--- config.mk ---
export PLATFORM = sky130hd
export DESIGN_NAME = bcl_top
export DESIGN_NICKNAME = d
export VERILOG_FILES = /design/src/hdl/bcl_pkg.sv /design/src/hdl/bcl_tmr_if.sv /design/src/hdl/bcl_top.sv /design/src/hdl/bcl_timer.sv
export VERILOG_INCLUDE_DIRS = /design/src /design/src/hdl
export SDC_FILE = /design/constraint.sdc
export NUM_CORES = 1
export LEC_CHECK = 0
export CORE_MARGIN = 10
export CORE_UTILIZATION = 40
export DETAILED_ROUTE_END_ITERATION = 7
export DONT_BUFFER_PORTS = 1
export GPL_TIMING_DRIVEN = 1
export PLACE_DENSITY = 0.55
export SLEW_MARGIN = 20
export SYNTH_ARGS = -nofsm -noshare
export SYNTH_HDL_FRONTEND = slang
export SYNTH_HIERARCHICAL = 1
export SYNTH_SLANG_ARGS = --single-unit
--- constraint.sdc ---
create_clock -name clk_sys_in -period 5.3 [get_ports clk_sys_in]
set_input_delay 0.53 -clock clk_sys_in [delete_from_list [all_inputs] [get_ports clk_sys_in]]
set_output_delay 0.53 -clock clk_sys_in [all_outputs]
set_load 0.03 [all_outputs]
--- src/hdl/bcl_defs.svh ---
// Constants for the breaker close latch logic: offsets, fields, reset values, timing
`ifndef BCL_DEFS_SVH
`define BCL_DEFS_SVH

// Timing: system clock period and processing interval (quarter power cycle at 60 Hz)
`define BCL_CLK_NS        25
`define BCL_PI_NS         4166667
`define BCL_PI_PER_CYC    4
// Half-cycle breaker dropout, in intervals (0.5 cycle)
`define BCL_DROPOUT_PI    (`BCL_PI_PER_CYC / 2)

// Register byte addresses
`define BCL_ADR_CTRL      8'h00
`define BCL_ADR_CFD       8'h04
`define BCL_ADR_DEB       8'h08
`define BCL_ADR_WIN       8'h0c
`define BCL_ADR_CMD       8'h10
`define BCL_ADR_STAT      8'h14
`define BCL_ADR_IRQ       8'h18
`define BCL_ADR_MASK      8'h1c

// Control register fields
`define BCL_CTL_BKR       1:0
`define BCL_CTL_CL        2
`define BCL_CTL_UL        4:3
`define BCL_CTL_CFD_OFF   5
`define BCL_CTL_WIN_OFF   6
`define BCL_CMD_CLOSE     0

// Reset values
`define BCL_CTRL_RST      8'h01
`define BCL_CFD_RST       16'h003c
`define BCL_DEB_RST       16'h0001
`define BCL_WIN_RST       16'h0000
`define BCL_MASK_RST      4'h0

// Interrupt status bit positions
`define BCL_IRQ_CLOSE     0
`define BCL_IRQ_CF        1
`define BCL_IRQ_SF        2
`define BCL_IRQ_BKR       3

`endif

--- src/hdl/bcl_pkg.sv ---
// Types shared by the breaker close latch logic
package bcl_pkg;
  // Breaker status equation source
  typedef enum logic [1:0] {
    BCL_BKR_ZERO = 2'b00,
    BCL_BKR_NORM = 2'b01,
    BCL_BKR_INV  = 2'b10,
    BCL_BKR_ONE  = 2'b11
  } bcl_bkr_src_t;
  // Close unlatch equation source
  typedef enum logic [1:0] {
    BCL_UL_TRIP = 2'b00,
    BCL_UL_ONE  = 2'b01,
    BCL_UL_ZERO = 2'b10,
    BCL_UL_EXT  = 2'b11
  } bcl_ul_src_t;
  // Reclose supervision seal state
  typedef enum logic {
    BCL_SUP_IDLE = 1'b0,
    BCL_SUP_SEAL = 1'b1
  } bcl_sup_st_t;
endpackage

--- src/hdl/bcl_tmr_if.sv ---
// Control and result signals of one interval timer
interface bcl_tmr_if #(parameter int LW = 18);
  logic          run;
  logic [LW-1:0] limit;
  logic          expired;
  modport ctl (output run, output limit, input expired);
  modport tmr (input run, input limit, output expired);
endinterface

--- src/hdl/bcl_top.sv ---
// Breaker status, close latch and reclose supervision logic with register port
`include "bcl_defs.svh"
module bcl_top #(
  parameter int unsigned TICK_CLKS = (`BCL_PI_NS + `BCL_CLK_NS - 1) / `BCL_CLK_NS
) (
  // Clock and reset
  input  wire logic        clk_sys_in,
  input  wire logic        rst_in,
  // Register port
  input  wire logic [7:0]  reg_addr_in,
  input  wire logic [31:0] reg_wdata_in,
  input  wire logic        reg_wr_in,
  input  wire logic        reg_rd_in,
  output logic      [31:0] reg_rdata_out,
  // Breaker auxiliary contact pin
  input  wire logic        first_opto_input_in,
  // Protection and reclosing logic inputs
  input  wire logic        trip_in,
  input  wire logic        close_ext_in,
  input  wire logic        unlatch_ext_in,
  input  wire logic        reclose_initiate_in,
  input  wire logic        reclose_oi_timeout_in,
  input  wire logic        reclose_supervision_cond_in,
  input  wire logic        reclose_lockout_in,
  // Outputs
  output logic             close_output_contact_out,
  output logic             breaker_closed_status_out,
  output logic             close_failure_flag_out,
  output logic             close_cmd_pulse_out,
  output logic             supervision_fail_pulse_out,
  output logic             reclose_defeat_out,
  output logic             irq_out
);

  //////////////////////////////////////////////////////////////////////////////
  // Address decode helper
  function automatic logic bcl_hit(input logic [7:0] a, input logic [7:0] o);
    return a == o;
  endfunction

  //////////////////////////////////////////////////////////////////////////////
  // Processing interval tick divider
  localparam int unsigned TW = $clog2(TICK_CLKS + 1);
  logic [TW-1:0] div_q;
  logic          tick_q;

  // One-cycle tick every interval; plant logic advances on it, except the defeat flop and the timeout edge capture
  always_ff @(posedge clk_sys_in or posedge rst_in) begin
    if (rst_in) begin
      div_q  <= '0;
      tick_q <= 1'b0;
    end else if (div_q == TW'(TICK_CLKS - 1)) begin
      div_q  <= '0;
      tick_q <= 1'b1;
    end else begin
      div_q  <= div_q + 1'b1;
      tick_q <= 1'b0;
    end
  end

  //////////////////////////////////////////////////////////////////////////////
  // Pin synchroniser
  logic opto_s1_q;
  logic opto_s2_q;

  // Contact input is asynchronous; only the second stage is read
  always_ff @(posedge clk_sys_in or posedge rst_in) begin
    if (rst_in) begin
      opto_s1_q <= 1'b0;
      opto_s2_q <= 1'b0;
    end else begin
      opto_s1_q <= first_opto_input_in;
      opto_s2_q <= opto_s1_q;
    end
  end

  //////////////////////////////////////////////////////////////////////////////
  // Register file
  logic [7:0]  ctrl_q;
  logic [15:0] cfd_q;
  logic [15:0] deb_q;
  logic [15:0] win_q;
  logic [3:0]  mask_q;
  logic        cmd_pend_q;

  // Software writes; reset values give the default equations
  always_ff @(posedge clk_sys_in or posedge rst_in) begin
    if (rst_in) begin
      ctrl_q <= `BCL_CTRL_RST;
      cfd_q  <= `BCL_CFD_RST;
      deb_q  <= `BCL_DEB_RST;
      win_q  <= `BCL_WIN_RST;
      mask_q <= `BCL_MASK_RST;
    end else if (reg_wr_in) begin
      if (bcl_hit(reg_addr_in, `BCL_ADR_CTRL)) ctrl_q <= reg_wdata_in[7:0];
      if (bcl_hit(reg_addr_in, `BCL_ADR_CFD))  cfd_q  <= reg_wdata_in[15:0];
      if (bcl_hit(reg_addr_in, `BCL_ADR_DEB))  deb_q  <= reg_wdata_in[15:0];
      if (bcl_hit(reg_addr_in, `BCL_ADR_WIN))  win_q  <= reg_wdata_in[15:0];
      if (bcl_hit(reg_addr_in, `BCL_ADR_MASK)) mask_q <= reg_wdata_in[3:0];
    end
  end

  // Close command waits for the next tick; a write in the tick cycle is kept
  always_ff @(posedge clk_sys_in or posedge rst_in) begin
    if (rst_in) begin
      cmd_pend_q <= 1'b0;
    end else if (reg_wr_in && bcl_hit(reg_addr_in, `BCL_ADR_CMD) && reg_wdata_in[`BCL_CMD_CLOSE]) begin
      cmd_pend_q <= 1'b1;
    end else if (tick_q) begin
      cmd_pend_q <= 1'b0;
    end
  end

  // Field views
  bcl_pkg::bcl_bkr_src_t bkr_src;
  bcl_pkg::bcl_ul_src_t  ul_src;
  logic                  cl_src_ext;
  logic                  cfd_off;
  logic                  win_off;
  assign bkr_src    = bcl_pkg::bcl_bkr_src_t'(ctrl_q[`BCL_CTL_BKR]);
  assign ul_src     = bcl_pkg::bcl_ul_src_t'(ctrl_q[`BCL_CTL_UL]);
  assign cl_src_ext = ctrl_q[`BCL_CTL_CL];
  assign cfd_off    = ctrl_q[`BCL_CTL_CFD_OFF];
  assign win_off    = ctrl_q[`BCL_CTL_WIN_OFF];

  //////////////////////////////////////////////////////////////////////////////
  // Timers
  bcl_tmr_if #(.LW(18)) deb_if ();
  bcl_tmr_if #(.LW(18)) drop_if ();
  bcl_tmr_if #(.LW(18)) cf_if ();
  bcl_tmr_if #(.LW(18)) win_if ();

  bcl_timer #(.LW(18)) u_deb (.clk_sys_in(clk_sys_in), .rst_in(rst_in), .tick_in(tick_q), .tif(deb_if));
  bcl_timer #(.LW(18)) u_drop (.clk_sys_in(clk_sys_in), .rst_in(rst_in), .tick_in(tick_q), .tif(drop_if));
  bcl_timer #(.LW(18)) u_cf (.clk_sys_in(clk_sys_in), .rst_in(rst_in), .tick_in(tick_q), .tif(cf_if));
  bcl_timer #(.LW(18)) u_win (.clk_sys_in(clk_sys_in), .rst_in(rst_in), .tick_in(tick_q), .tif(win_if));

  //////////////////////////////////////////////////////////////////////////////
  // Breaker status
  logic deb_st_q;
  logic bkr_q;
  logic bkr_eq;
  logic bkr_d;

  // Debounce both edges of the contact
  assign deb_if.run   = opto_s2_q != deb_st_q;
  assign deb_if.limit = {2'b00, deb_q};
  always_ff @(posedge clk_sys_in or posedge rst_in) begin
    if (rst_in) begin
      deb_st_q <= 1'b0;
    end else if (tick_q && deb_if.expired) begin
      deb_st_q <= opto_s2_q;
    end
  end

  // Equation: constant, a-contact or b-contact
  always_comb begin
    unique case (bkr_src)
      bcl_pkg::BCL_BKR_ZERO: bkr_eq = 1'b0;
      bcl_pkg::BCL_BKR_NORM: bkr_eq = deb_st_q;
      bcl_pkg::BCL_BKR_INV:  bkr_eq = !deb_st_q;
      bcl_pkg::BCL_BKR_ONE:  bkr_eq = 1'b1;
    endcase
  end

  // Pickup at once, dropout only after the half-cycle timer
  assign drop_if.run   = bkr_q && !bkr_eq;
  assign drop_if.limit = 18'(`BCL_DROPOUT_PI);
  assign bkr_d         = bkr_eq || (bkr_q && !drop_if.expired);
  always_ff @(posedge clk_sys_in or posedge rst_in) begin
    if (rst_in) begin
      bkr_q <= 1'b0;
    end else if (tick_q) begin
      bkr_q <= bkr_d;
    end
  end

  //////////////////////////////////////////////////////////////////////////////
  // Equations and edge detectors
  logic cc_q;
  logic cl_prev_q;
  logic ri_prev_q;
  logic oi_pend_q;
  logic oit_prev_q;
  logic defeat_q;
  logic cl_eq;
  logic ul_eq;
  logic cl_rise;
  logic ri_rise;
  logic inop;

  // Command pulse is one interval wide; the request equation and close_cmd_pulse_out read it
  always_ff @(posedge clk_sys_in or posedge rst_in) begin
    if (rst_in) begin
      cc_q <= 1'b0;
    end else if (tick_q) begin
      cc_q <= cmd_pend_q;
    end
  end

  assign cl_eq = cl_src_ext ? close_ext_in : cc_q;

  // Unlatch equation source
  always_comb begin
    unique case (ul_src)
      bcl_pkg::BCL_UL_TRIP: ul_eq = trip_in;
      bcl_pkg::BCL_UL_ONE:  ul_eq = 1'b1;
      bcl_pkg::BCL_UL_ZERO: ul_eq = 1'b0;
      bcl_pkg::BCL_UL_EXT:  ul_eq = unlatch_ext_in;
    endcase
  end

  // Previous-interval samples for rising-edge detection
  always_ff @(posedge clk_sys_in or posedge rst_in) begin
    if (rst_in) begin
      cl_prev_q <= 1'b0;
      ri_prev_q <= 1'b0;
    end else if (tick_q) begin
      cl_prev_q <= cl_eq;
      ri_prev_q <= reclose_initiate_in;
    end
  end
  assign cl_rise = cl_eq && !cl_prev_q;
  assign ri_rise = reclose_initiate_in && !ri_prev_q;

  // Permanent defeat; a held-high external unlatch cannot be seen as constant
  assign inop = (bkr_src == bcl_pkg::BCL_BKR_ZERO) || (ul_src == bcl_pkg::BCL_UL_ONE);

  // Defeat indication from a flop, one clock after the control write
  always_ff @(posedge clk_sys_in or posedge rst_in) begin
    if (rst_in) begin
      defeat_q <= 1'b0;
    end else begin
      defeat_q <= inop;
    end
  end

  // Timeout edge held until the next tick; set wins, and a long pulse counts only once
  always_ff @(posedge clk_sys_in or posedge rst_in) begin
    if (rst_in) begin
      oit_prev_q <= 1'b0;
      oi_pend_q  <= 1'b0;
    end else begin
      oit_prev_q <= reclose_oi_timeout_in;
      if (reclose_oi_timeout_in && !oit_prev_q) begin
        oi_pend_q <= 1'b1;
      end else if (tick_q) begin
        oi_pend_q <= 1'b0;
      end
    end
  end

  //////////////////////////////////////////////////////////////////////////////
  // Reclose supervision
  bcl_pkg::bcl_sup_st_t sup_st_q;
  logic                 sfail_q;
  logic                 close_q;
  logic                 win_zero;
  logic                 seal_ok;
  logic                 sup_clr;
  logic                 recl;
  logic                 sfail_d;

  assign win_zero     = (win_q == 16'h0000) && !win_off;
  assign seal_ok      = !close_q && !reclose_lockout_in && !bkr_q && !ri_rise && !sfail_q && !inop;
  assign sup_clr      = close_q || reclose_lockout_in || bkr_q || ri_rise
                        || reclose_supervision_cond_in || win_if.expired;
  assign win_if.run   = (sup_st_q == bcl_pkg::BCL_SUP_SEAL) && !win_off;
  assign win_if.limit = 18'(win_q * `BCL_PI_PER_CYC);

  // Qualified reclose: timeout plus supervision condition
  always_comb begin
    if (win_zero) begin
      recl = oi_pend_q && reclose_supervision_cond_in;
    end else begin
      recl = ((oi_pend_q && seal_ok) || (sup_st_q == bcl_pkg::BCL_SUP_SEAL))
             && reclose_supervision_cond_in;
    end
  end

  // Failure: single check fails, or the window runs out
  assign sfail_d = win_zero ? (oi_pend_q && !reclose_supervision_cond_in)
                            : ((sup_st_q == bcl_pkg::BCL_SUP_SEAL) && win_if.expired
                               && !reclose_supervision_cond_in);

  // Seal waits for the condition; with the window OFF it waits indefinitely
  always_ff @(posedge clk_sys_in or posedge rst_in) begin
    if (rst_in) begin
      sup_st_q <= bcl_pkg::BCL_SUP_IDLE;
    end else if (tick_q) begin
      unique case (sup_st_q)
        bcl_pkg::BCL_SUP_IDLE: begin
          if (!win_zero && oi_pend_q && seal_ok && !reclose_supervision_cond_in) begin
            sup_st_q <= bcl_pkg::BCL_SUP_SEAL;
          end
        end
        bcl_pkg::BCL_SUP_SEAL: begin
          if (sup_clr) begin
            sup_st_q <= bcl_pkg::BCL_SUP_IDLE;
          end
        end
      endcase
    end
  end

  // One-interval failure pulse, which drives the reclosing relay to lockout
  always_ff @(posedge clk_sys_in or posedge rst_in) begin
    if (rst_in) begin
      sfail_q <= 1'b0;
    end else if (tick_q) begin
      sfail_q <= sfail_d;
    end
  end

  //////////////////////////////////////////////////////////////////////////////
  // Close latch and close failure timer
  logic cf_q;
  logic set_ok;
  logic set_close;
  logic clr_close;
  logic close_d;

  assign set_ok    = !ul_eq && !bkr_q && !ri_rise && !cf_q && !inop;
  assign set_close = set_ok && (recl || cl_rise);
  assign clr_close = ul_eq || bkr_q || ri_rise || cf_q || inop;
  assign close_d   = set_close || (close_q && !clr_close);

  always_ff @(posedge clk_sys_in or posedge rst_in) begin
    if (rst_in) begin
      close_q <= 1'b0;
    end else if (tick_q) begin
      close_q <= close_d;
    end
  end

  // Timer runs while closing unless the delay is OFF
  assign cf_if.run   = close_q && !cfd_off;
  assign cf_if.limit = 18'(cfd_q * `BCL_PI_PER_CYC);
  always_ff @(posedge clk_sys_in or posedge rst_in) begin
    if (rst_in) begin
      cf_q <= 1'b0;
    end else if (tick_q) begin
      cf_q <= cf_if.expired;
    end
  end

  //////////////////////////////////////////////////////////////////////////////
  // Interrupt status and read port
  logic [3:0]  irq_stat_q;
  logic [3:0]  irq_ev;
  logic        irq_q;
  logic [31:0] rdata_q;

  assign irq_ev[`BCL_IRQ_CLOSE] = tick_q && close_d && !close_q;
  assign irq_ev[`BCL_IRQ_CF]    = tick_q && cf_if.expired && !cf_q;
  assign irq_ev[`BCL_IRQ_SF]    = tick_q && sfail_d;
  assign irq_ev[`BCL_IRQ_BKR]   = tick_q && (bkr_d != bkr_q);

  // Read clears; an event in the same cycle survives the clear
  always_ff @(posedge clk_sys_in or posedge rst_in) begin
    if (rst_in) begin
      irq_stat_q <= 4'h0;
      irq_q      <= 1'b0;
    end else begin
      irq_stat_q <= (reg_rd_in && bcl_hit(reg_addr_in, `BCL_ADR_IRQ) ? 4'h0 : irq_stat_q) | irq_ev;
      irq_q      <= |(irq_stat_q & mask_q);
    end
  end

  // Read data stand one cycle after the strobe; unmapped reads return zero
  always_ff @(posedge clk_sys_in or posedge rst_in) begin
    if (rst_in) begin
      rdata_q <= 32'h0000_0000;
    end else if (reg_rd_in) begin
      unique case (reg_addr_in)
        `BCL_ADR_CTRL: rdata_q <= {24'h00_0000, ctrl_q};
        `BCL_ADR_CFD:  rdata_q <= {16'h0000, cfd_q};
        `BCL_ADR_DEB:  rdata_q <= {16'h0000, deb_q};
        `BCL_ADR_WIN:  rdata_q <= {16'h0000, win_q};
        `BCL_ADR_STAT: rdata_q <= {26'h000_0000, inop, reclose_lockout_in, sup_st_q, cf_q, close_q, bkr_q};
        `BCL_ADR_IRQ:  rdata_q <= {28'h000_0000, irq_stat_q};
        `BCL_ADR_MASK: rdata_q <= {28'h000_0000, mask_q};
        default:       rdata_q <= 32'h0000_0000;
      endcase
    end else begin
      rdata_q <= 32'h0000_0000;
    end
  end

  //////////////////////////////////////////////////////////////////////////////
  // Outputs, all from flip-flops
  assign close_output_contact_out   = close_q;
  assign breaker_closed_status_out  = bkr_q;
  assign close_failure_flag_out     = cf_q;
  assign close_cmd_pulse_out        = cc_q;
  assign supervision_fail_pulse_out = sfail_q;
  assign reclose_defeat_out         = defeat_q;
  assign irq_out                    = irq_q;
  assign reg_rdata_out              = rdata_q;

  //////////////////////////////////////////////////////////////////////////////
  // Assertions
  property p_inop_blocks;
    @(posedge clk_sys_in) disable iff (rst_in) (tick_q && inop) |=> !close_q;
  endproperty
  a_inop_blocks: assert property (p_inop_blocks) else $error("close set while logic defeated");

  property p_drop_delay;
    @(posedge clk_sys_in) disable iff (rst_in) $fell(bkr_q) |-> $past(drop_if.expired);
  endproperty
  a_drop_delay: assert property (p_drop_delay) else $error("breaker dropped without half-cycle delay");

  property p_set_guard;
    @(posedge clk_sys_in) disable iff (rst_in) $rose(close_q) |-> $past(!ul_eq && !bkr_q && !ri_rise && !cf_q);
  endproperty
  a_set_guard: assert property (p_set_guard) else $error("close set with a blocking condition");

  property p_set_cause;
    @(posedge clk_sys_in) disable iff (rst_in) (tick_q && set_ok && (recl || cl_rise)) |=> close_q;
  endproperty
  a_set_cause: assert property (p_set_cause) else $error("close not set on request");

  property p_hold;
    @(posedge clk_sys_in) disable iff (rst_in) (close_q && !(tick_q && clr_close)) |=> close_q;
  endproperty
  a_hold: assert property (p_hold) else $error("close dropped without unlatch cause");

  property p_cfd_off;
    @(posedge clk_sys_in) disable iff (rst_in) $rose(cf_q) |-> $past(!cfd_off && close_q);
  endproperty
  a_cfd_off: assert property (p_cfd_off) else $error("close failure with timer off");

  property p_cf_drop;
    @(posedge clk_sys_in) disable iff (rst_in) (tick_q && cf_q) |=> !close_q;
  endproperty
  a_cf_drop: assert property (p_cf_drop) else $error("close failure did not drop close");

  property p_cc_tick;
    @(posedge clk_sys_in) disable iff (rst_in) $changed(cc_q) |-> $past(tick_q);
  endproperty
  a_cc_tick: assert property (p_cc_tick) else $error("command pulse not aligned to interval");

  property p_trip_prio;
    @(posedge clk_sys_in) disable iff (rst_in)
      (tick_q && ul_src == bcl_pkg::BCL_UL_TRIP && trip_in) |=> !close_q;
  endproperty
  a_trip_prio: assert property (p_trip_prio) else $error("close high during trip");

  property p_sf_zero;
    @(posedge clk_sys_in) disable iff (rst_in)
      (tick_q && win_zero && oi_pend_q && !reclose_supervision_cond_in) |=> (sfail_q && !close_q);
  endproperty
  a_sf_zero: assert property (p_sf_zero) else $error("single supervision check failure missed");

  cover property (@(posedge clk_sys_in) disable iff (rst_in) $rose(close_q) && cl_prev_q);
  cover property (@(posedge clk_sys_in) disable iff (rst_in) $rose(close_q) && sup_st_q == bcl_pkg::BCL_SUP_SEAL);
  cover property (@(posedge clk_sys_in) disable iff (rst_in) $rose(cf_q));
  cover property (@(posedge clk_sys_in) disable iff (rst_in) $rose(sfail_q));
endmodule

--- src/hdl/bcl_timer.sv ---
// Interval-tick timer: counts ticks while run is high
module bcl_timer #(
  parameter int LW = 18
) (
  // Clock and reset
  input  wire logic clk_sys_in,
  input  wire logic rst_in,
  // Interval tick
  input  wire logic tick_in,
  // Timer control
  bcl_tmr_if.tmr    tif
);
  logic [LW-1:0] cnt_q;

  // Restarts whenever run drops, so a glitch in the condition restarts timing
  always_ff @(posedge clk_sys_in or posedge rst_in) begin
    if (rst_in) begin
      cnt_q <= '0;
    end else if (!tif.run) begin
      cnt_q <= '0;
    end else if (tick_in && (cnt_q < tif.limit)) begin
      cnt_q <= cnt_q + 1'b1;
    end
  end

  // Level while this tick completes the count, so a consumer acting on the tick sees
  // exactly limit ticks of run; limit zero or one expires at the first tick
  assign tif.expired = tif.run && (({1'b0, cnt_q} + 1'b1) >= {1'b0, tif.limit});
endmodule

==> run_results.csv <==
group,metric,value,unit
cts,htreeDepth,4,
final_layout,final_common_cell,"dfrtp_1",
cts,cts-resized-gates,0,
critical_path,cp.required,5.67,ns
routing,drt_pass1_iterations,5,
timing,clock.fmax,268,MHz
routing,finalWirelength,35.2,mm
floorplanning,die_h,204,um
routing,drc_errors,0,
final_layout,fin_util,0.434,
timing,drv_slew,0,
final_layout,drive_gt1_frac,0.100,
routing,via_count,10405,
logic_synthesis,synth_area_leaders,"dfrtp_1 (34%), ha_1 (14%), mux2_2 (4.8%), xnor2_1 (3.6%), a21oi_1 (3.4%)",
cts,post_cts_buffers,0,
floorplanning,io_pins,91,
timing,final.setup_skew,0.0130,ns
timing,max_slew.worst_pin.slew,1.06,ns
global_route,antenna_found_initial,1,
timing,relSlewSlack,0.292,
floorplanning,die_w,204,um
logic_synthesis,synth_seq_cells,187,
final_layout,fillers,3287,
critical_path,crit_fanout,7,
timing,rsz0062_at_grt,"false",
cts,cts_made_buffers,17,
timing,setup_tns,0,ns
final_layout,fin_nets,1614,
logic_synthesis,synth_largest_type_area_fraction,0.335,
global_route,grt_pass1_wl,57.6,mm
global_route,gr-usage-all-layers,0.174,
critical_path,cp_top_family,"simple AND/OR/NAND/NOR gates",
logic_synthesis,async_flop_share,1.00,
cts,clkTransAtPathRegs,0.08,ns
critical_path,crit_path_start_kind,"flip-flop",
critical_path,critPathKind,"flip-flop to flip-flop",
routing,wl_per_cell,18.8,um
critical_path,cp_slowest_cell,"nor4_2",
global_route,grt_pass1_vias,10387,
floorplanning,core-area,33400,um^2
logic_synthesis,synth-edff-count,0,
status,status,"finished clean",
floorplanning,initial_core_util,0.404,
routing,ant_nets,0,
cts,hold_buffers,0,
placement,gp_congestion,0.847,
logic_synthesis,yosysWarnings,6,
routing,drt_iter0_drc,695,
logic_synthesis,syn_inst,1408,
timing,hold_violations,0,
logic_synthesis,yosys.area.top_type,"dfrtp_1",
logic_synthesis,synthesis.area,13500,um^2
global_route,grt_max_degree,66,
worst_hold_path,hold_path.class,"input pin to flip-flop",
timing,post-route-min-period,3.74,ns
timing,timing.final.crit_share,0.705,
timing,setup_violations,0,
power_and_ir_drop,power.leakage,6.32,nW
floorplanning,fp-row-count,67,
final_layout,mostFrequentLayoutCells,"dfrtp_1 (181), ha_1 (150), inv_1 (118)",
cts,clock-sinks,187,
critical_path,arrival,4.11,ns
placement,post-place-cells,1840,
final_layout,multi_input_area,8150,um^2
cts,root_buffer,"clkbuf_16",
logic_synthesis,yosysUniqueCellTypes,74,
placement,place_area,13900,um^2
run,cap_violations,0,
floorplanning,dieArea,41500,um^2
final_layout,seq_area,4690,um^2
critical_path,crit_path_end_kind,"flip-flop",
critical_path,cp_cell_sequence,"nand3_1 > nor4_2 > nand3_1 > xnor2_1 > ha_1 > nand4_1 > nor4_1 > nor3_1 > nor2_1 > nor3_1 > o22ai_1 > and2_1 > mux2i_1 > o21ai_0",
final_layout,areaGrowthSynthToFinish,7.36,%
critical_path,critPathMaxStageDelay,0.62,ns
final_layout,fin_cells,1874,
logic_synthesis,syn_area_per_cell,9.60,um^2
cts,cts_buffer_depth,2,
placement,hpwl,26.7,mm
logic_synthesis,seq_area_frac_synth,0.347,
critical_path,cp.buffers_inverters,0,
cts,clk_latency,0.45,ns
power_and_ir_drop,pwr_density_cell,220,nW/um^2
global_route,grt-ovfl-total,0,
logic_synthesis,synth_flop_cell,"dfrtp_1",
placement,placement.io_buffers,0,
final_layout,final_area,14500,um^2
cts,cts_tree,"built",
routing,viasPerCell,5.55,
power_and_ir_drop,ir_drop,226,uV
-- worst register-to-register path: cells and delay by family (launching register included) --
kind                     cells  cell delay [ns]
multiplexers                 1             0.08
flip-flops                   1             0.46
AND/OR/NAND/NOR              9             2.10
XOR/XNOR                     1             0.17
adder cells (fa/ha/maj)      1             0.29
AO/OA/AOI/OAI                2             0.56
-- cell usage after synthesis, drive strengths merged (3+ instances only) --
library cell / n
a211o: 5
a211oi: 13
a21o: 12
a21oi: 97
a221oi: 4
a22oi: 17
a31oi: 9
and2: 5
and3: 18
and4: 13
and4b: 3
buf: 34
clkbuf: 31
dfrtp: 181
dfstp: 6
ha: 150
inv: 119
mux2: 70
mux2i: 22
nand2: 88
nand2b: 8
nand3: 57
nand3b: 5
nand4: 42
nor2: 70
nor2b: 11
nor3: 18
nor4: 19
nor4b: 3
o2111ai: 3
o211a: 4
o21a: 4
o21ai: 40
o31ai: 44
o41a: 3
o41ai: 4
or2: 4
or3: 14
or4: 46
xnor2: 56
xor2: 32
-- metrics by stage --
step	hold WS [ns]	power [mW]	setup WS (ns)
6_report	0.0997	3.19	1.56
5_1_grt	0.0741	3.36	1.29
4_1_cts	0.0748	3.24	1.61
3_5_place_dp	0.337	1.92	1.63
3_3_place_gp	0.335	1.91	1.62
2_1_floorplan	0.331	1.84	1.74
-- sequential cells by signal, indices dropped and copies added (netlist names), 4 cells and up --
signal / cells
deb_q: 16
mask_q: 4
u_win/cnt_q: 18
reg_rdata_out: 16
irq_stat_q: 4
u_cf/cnt_q: 18
u_drop/cnt_q: 18
cfd_q: 16
div_q: 18
u_deb/cnt_q: 18
win_q: 16
ctrl_q: 8
-- per-layer routing --
| layer | global-route usage | vias to the layer above | routed length, um |
|---|---|---|---|
| li1 | - | 5124 | - |
| met1 | 0.235 | 5101 | 17100 |
| met2 | 0.276 | 152 | 16200 |
| met3 | 0.0340 | 28 | 1520 |
| met4 | 0.0482 | 0 | 473 |
| met5 | 0 | - | 0 |
-- logic make-up after synthesis --
logic type / count (synthesis) / synth area share
mux: 94 / 0.0780
fa+ha+maj: 150 / 0.139
simple gates: 428 / 0.181
other cells: 2 / 0.000556
buf+inv: 185 / 0.0632
compound gates: 274 / 0.134
xor+xnor: 88 / 0.0570
flops: 187 / 0.347
-- final cells by class --
type                       instances  share of cell area
antenna                            1            0.000173
clock buffer                      18              0.0303
multi-input combinational       1077               0.562
sequential                       187               0.323
timing repair buffer               9             0.00492
inverter                         120              0.0312
tap                              448              0.0386
clock inverter                    14             0.00992
-- path summary, 6_finish.rpt --
kind	start	end	slack [ns]	cells after the start
max	u_win/cnt_q[2]$_DFFE_PP0P_	irq_stat_q[2]$_DFF_PP0_	1.56	14
min	first_opto_input_in	opto_s1_q$_DFF_PP0_	0.1	0
max reg2reg	u_win/cnt_q[2]$_DFFE_PP0P_	irq_stat_q[2]$_DFF_PP0_	1.56	14
min reg2reg	opto_s1_q$_DFF_PP0_	opto_s2_q$_DFF_PP0_	0.35	0
max in group asynchronous	rst_in	reg_rdata_out[1]$_DFF_PP0_	3.98	2
min in group asynchronous	rst_in	u_cf/cnt_q[10]$_DFFE_PP0P_	0.11	1
-- power breakdown --
group,switching [mW],leakage [nW],internal (mW),total [mW]
clock network,0.657,0.286,0.643,1.30
registers,0.0468,2.51,1.46,1.51
logic,0.238,3.51,0.144,0.382
No activity file was read; power rests on OpenSTA's default activity.
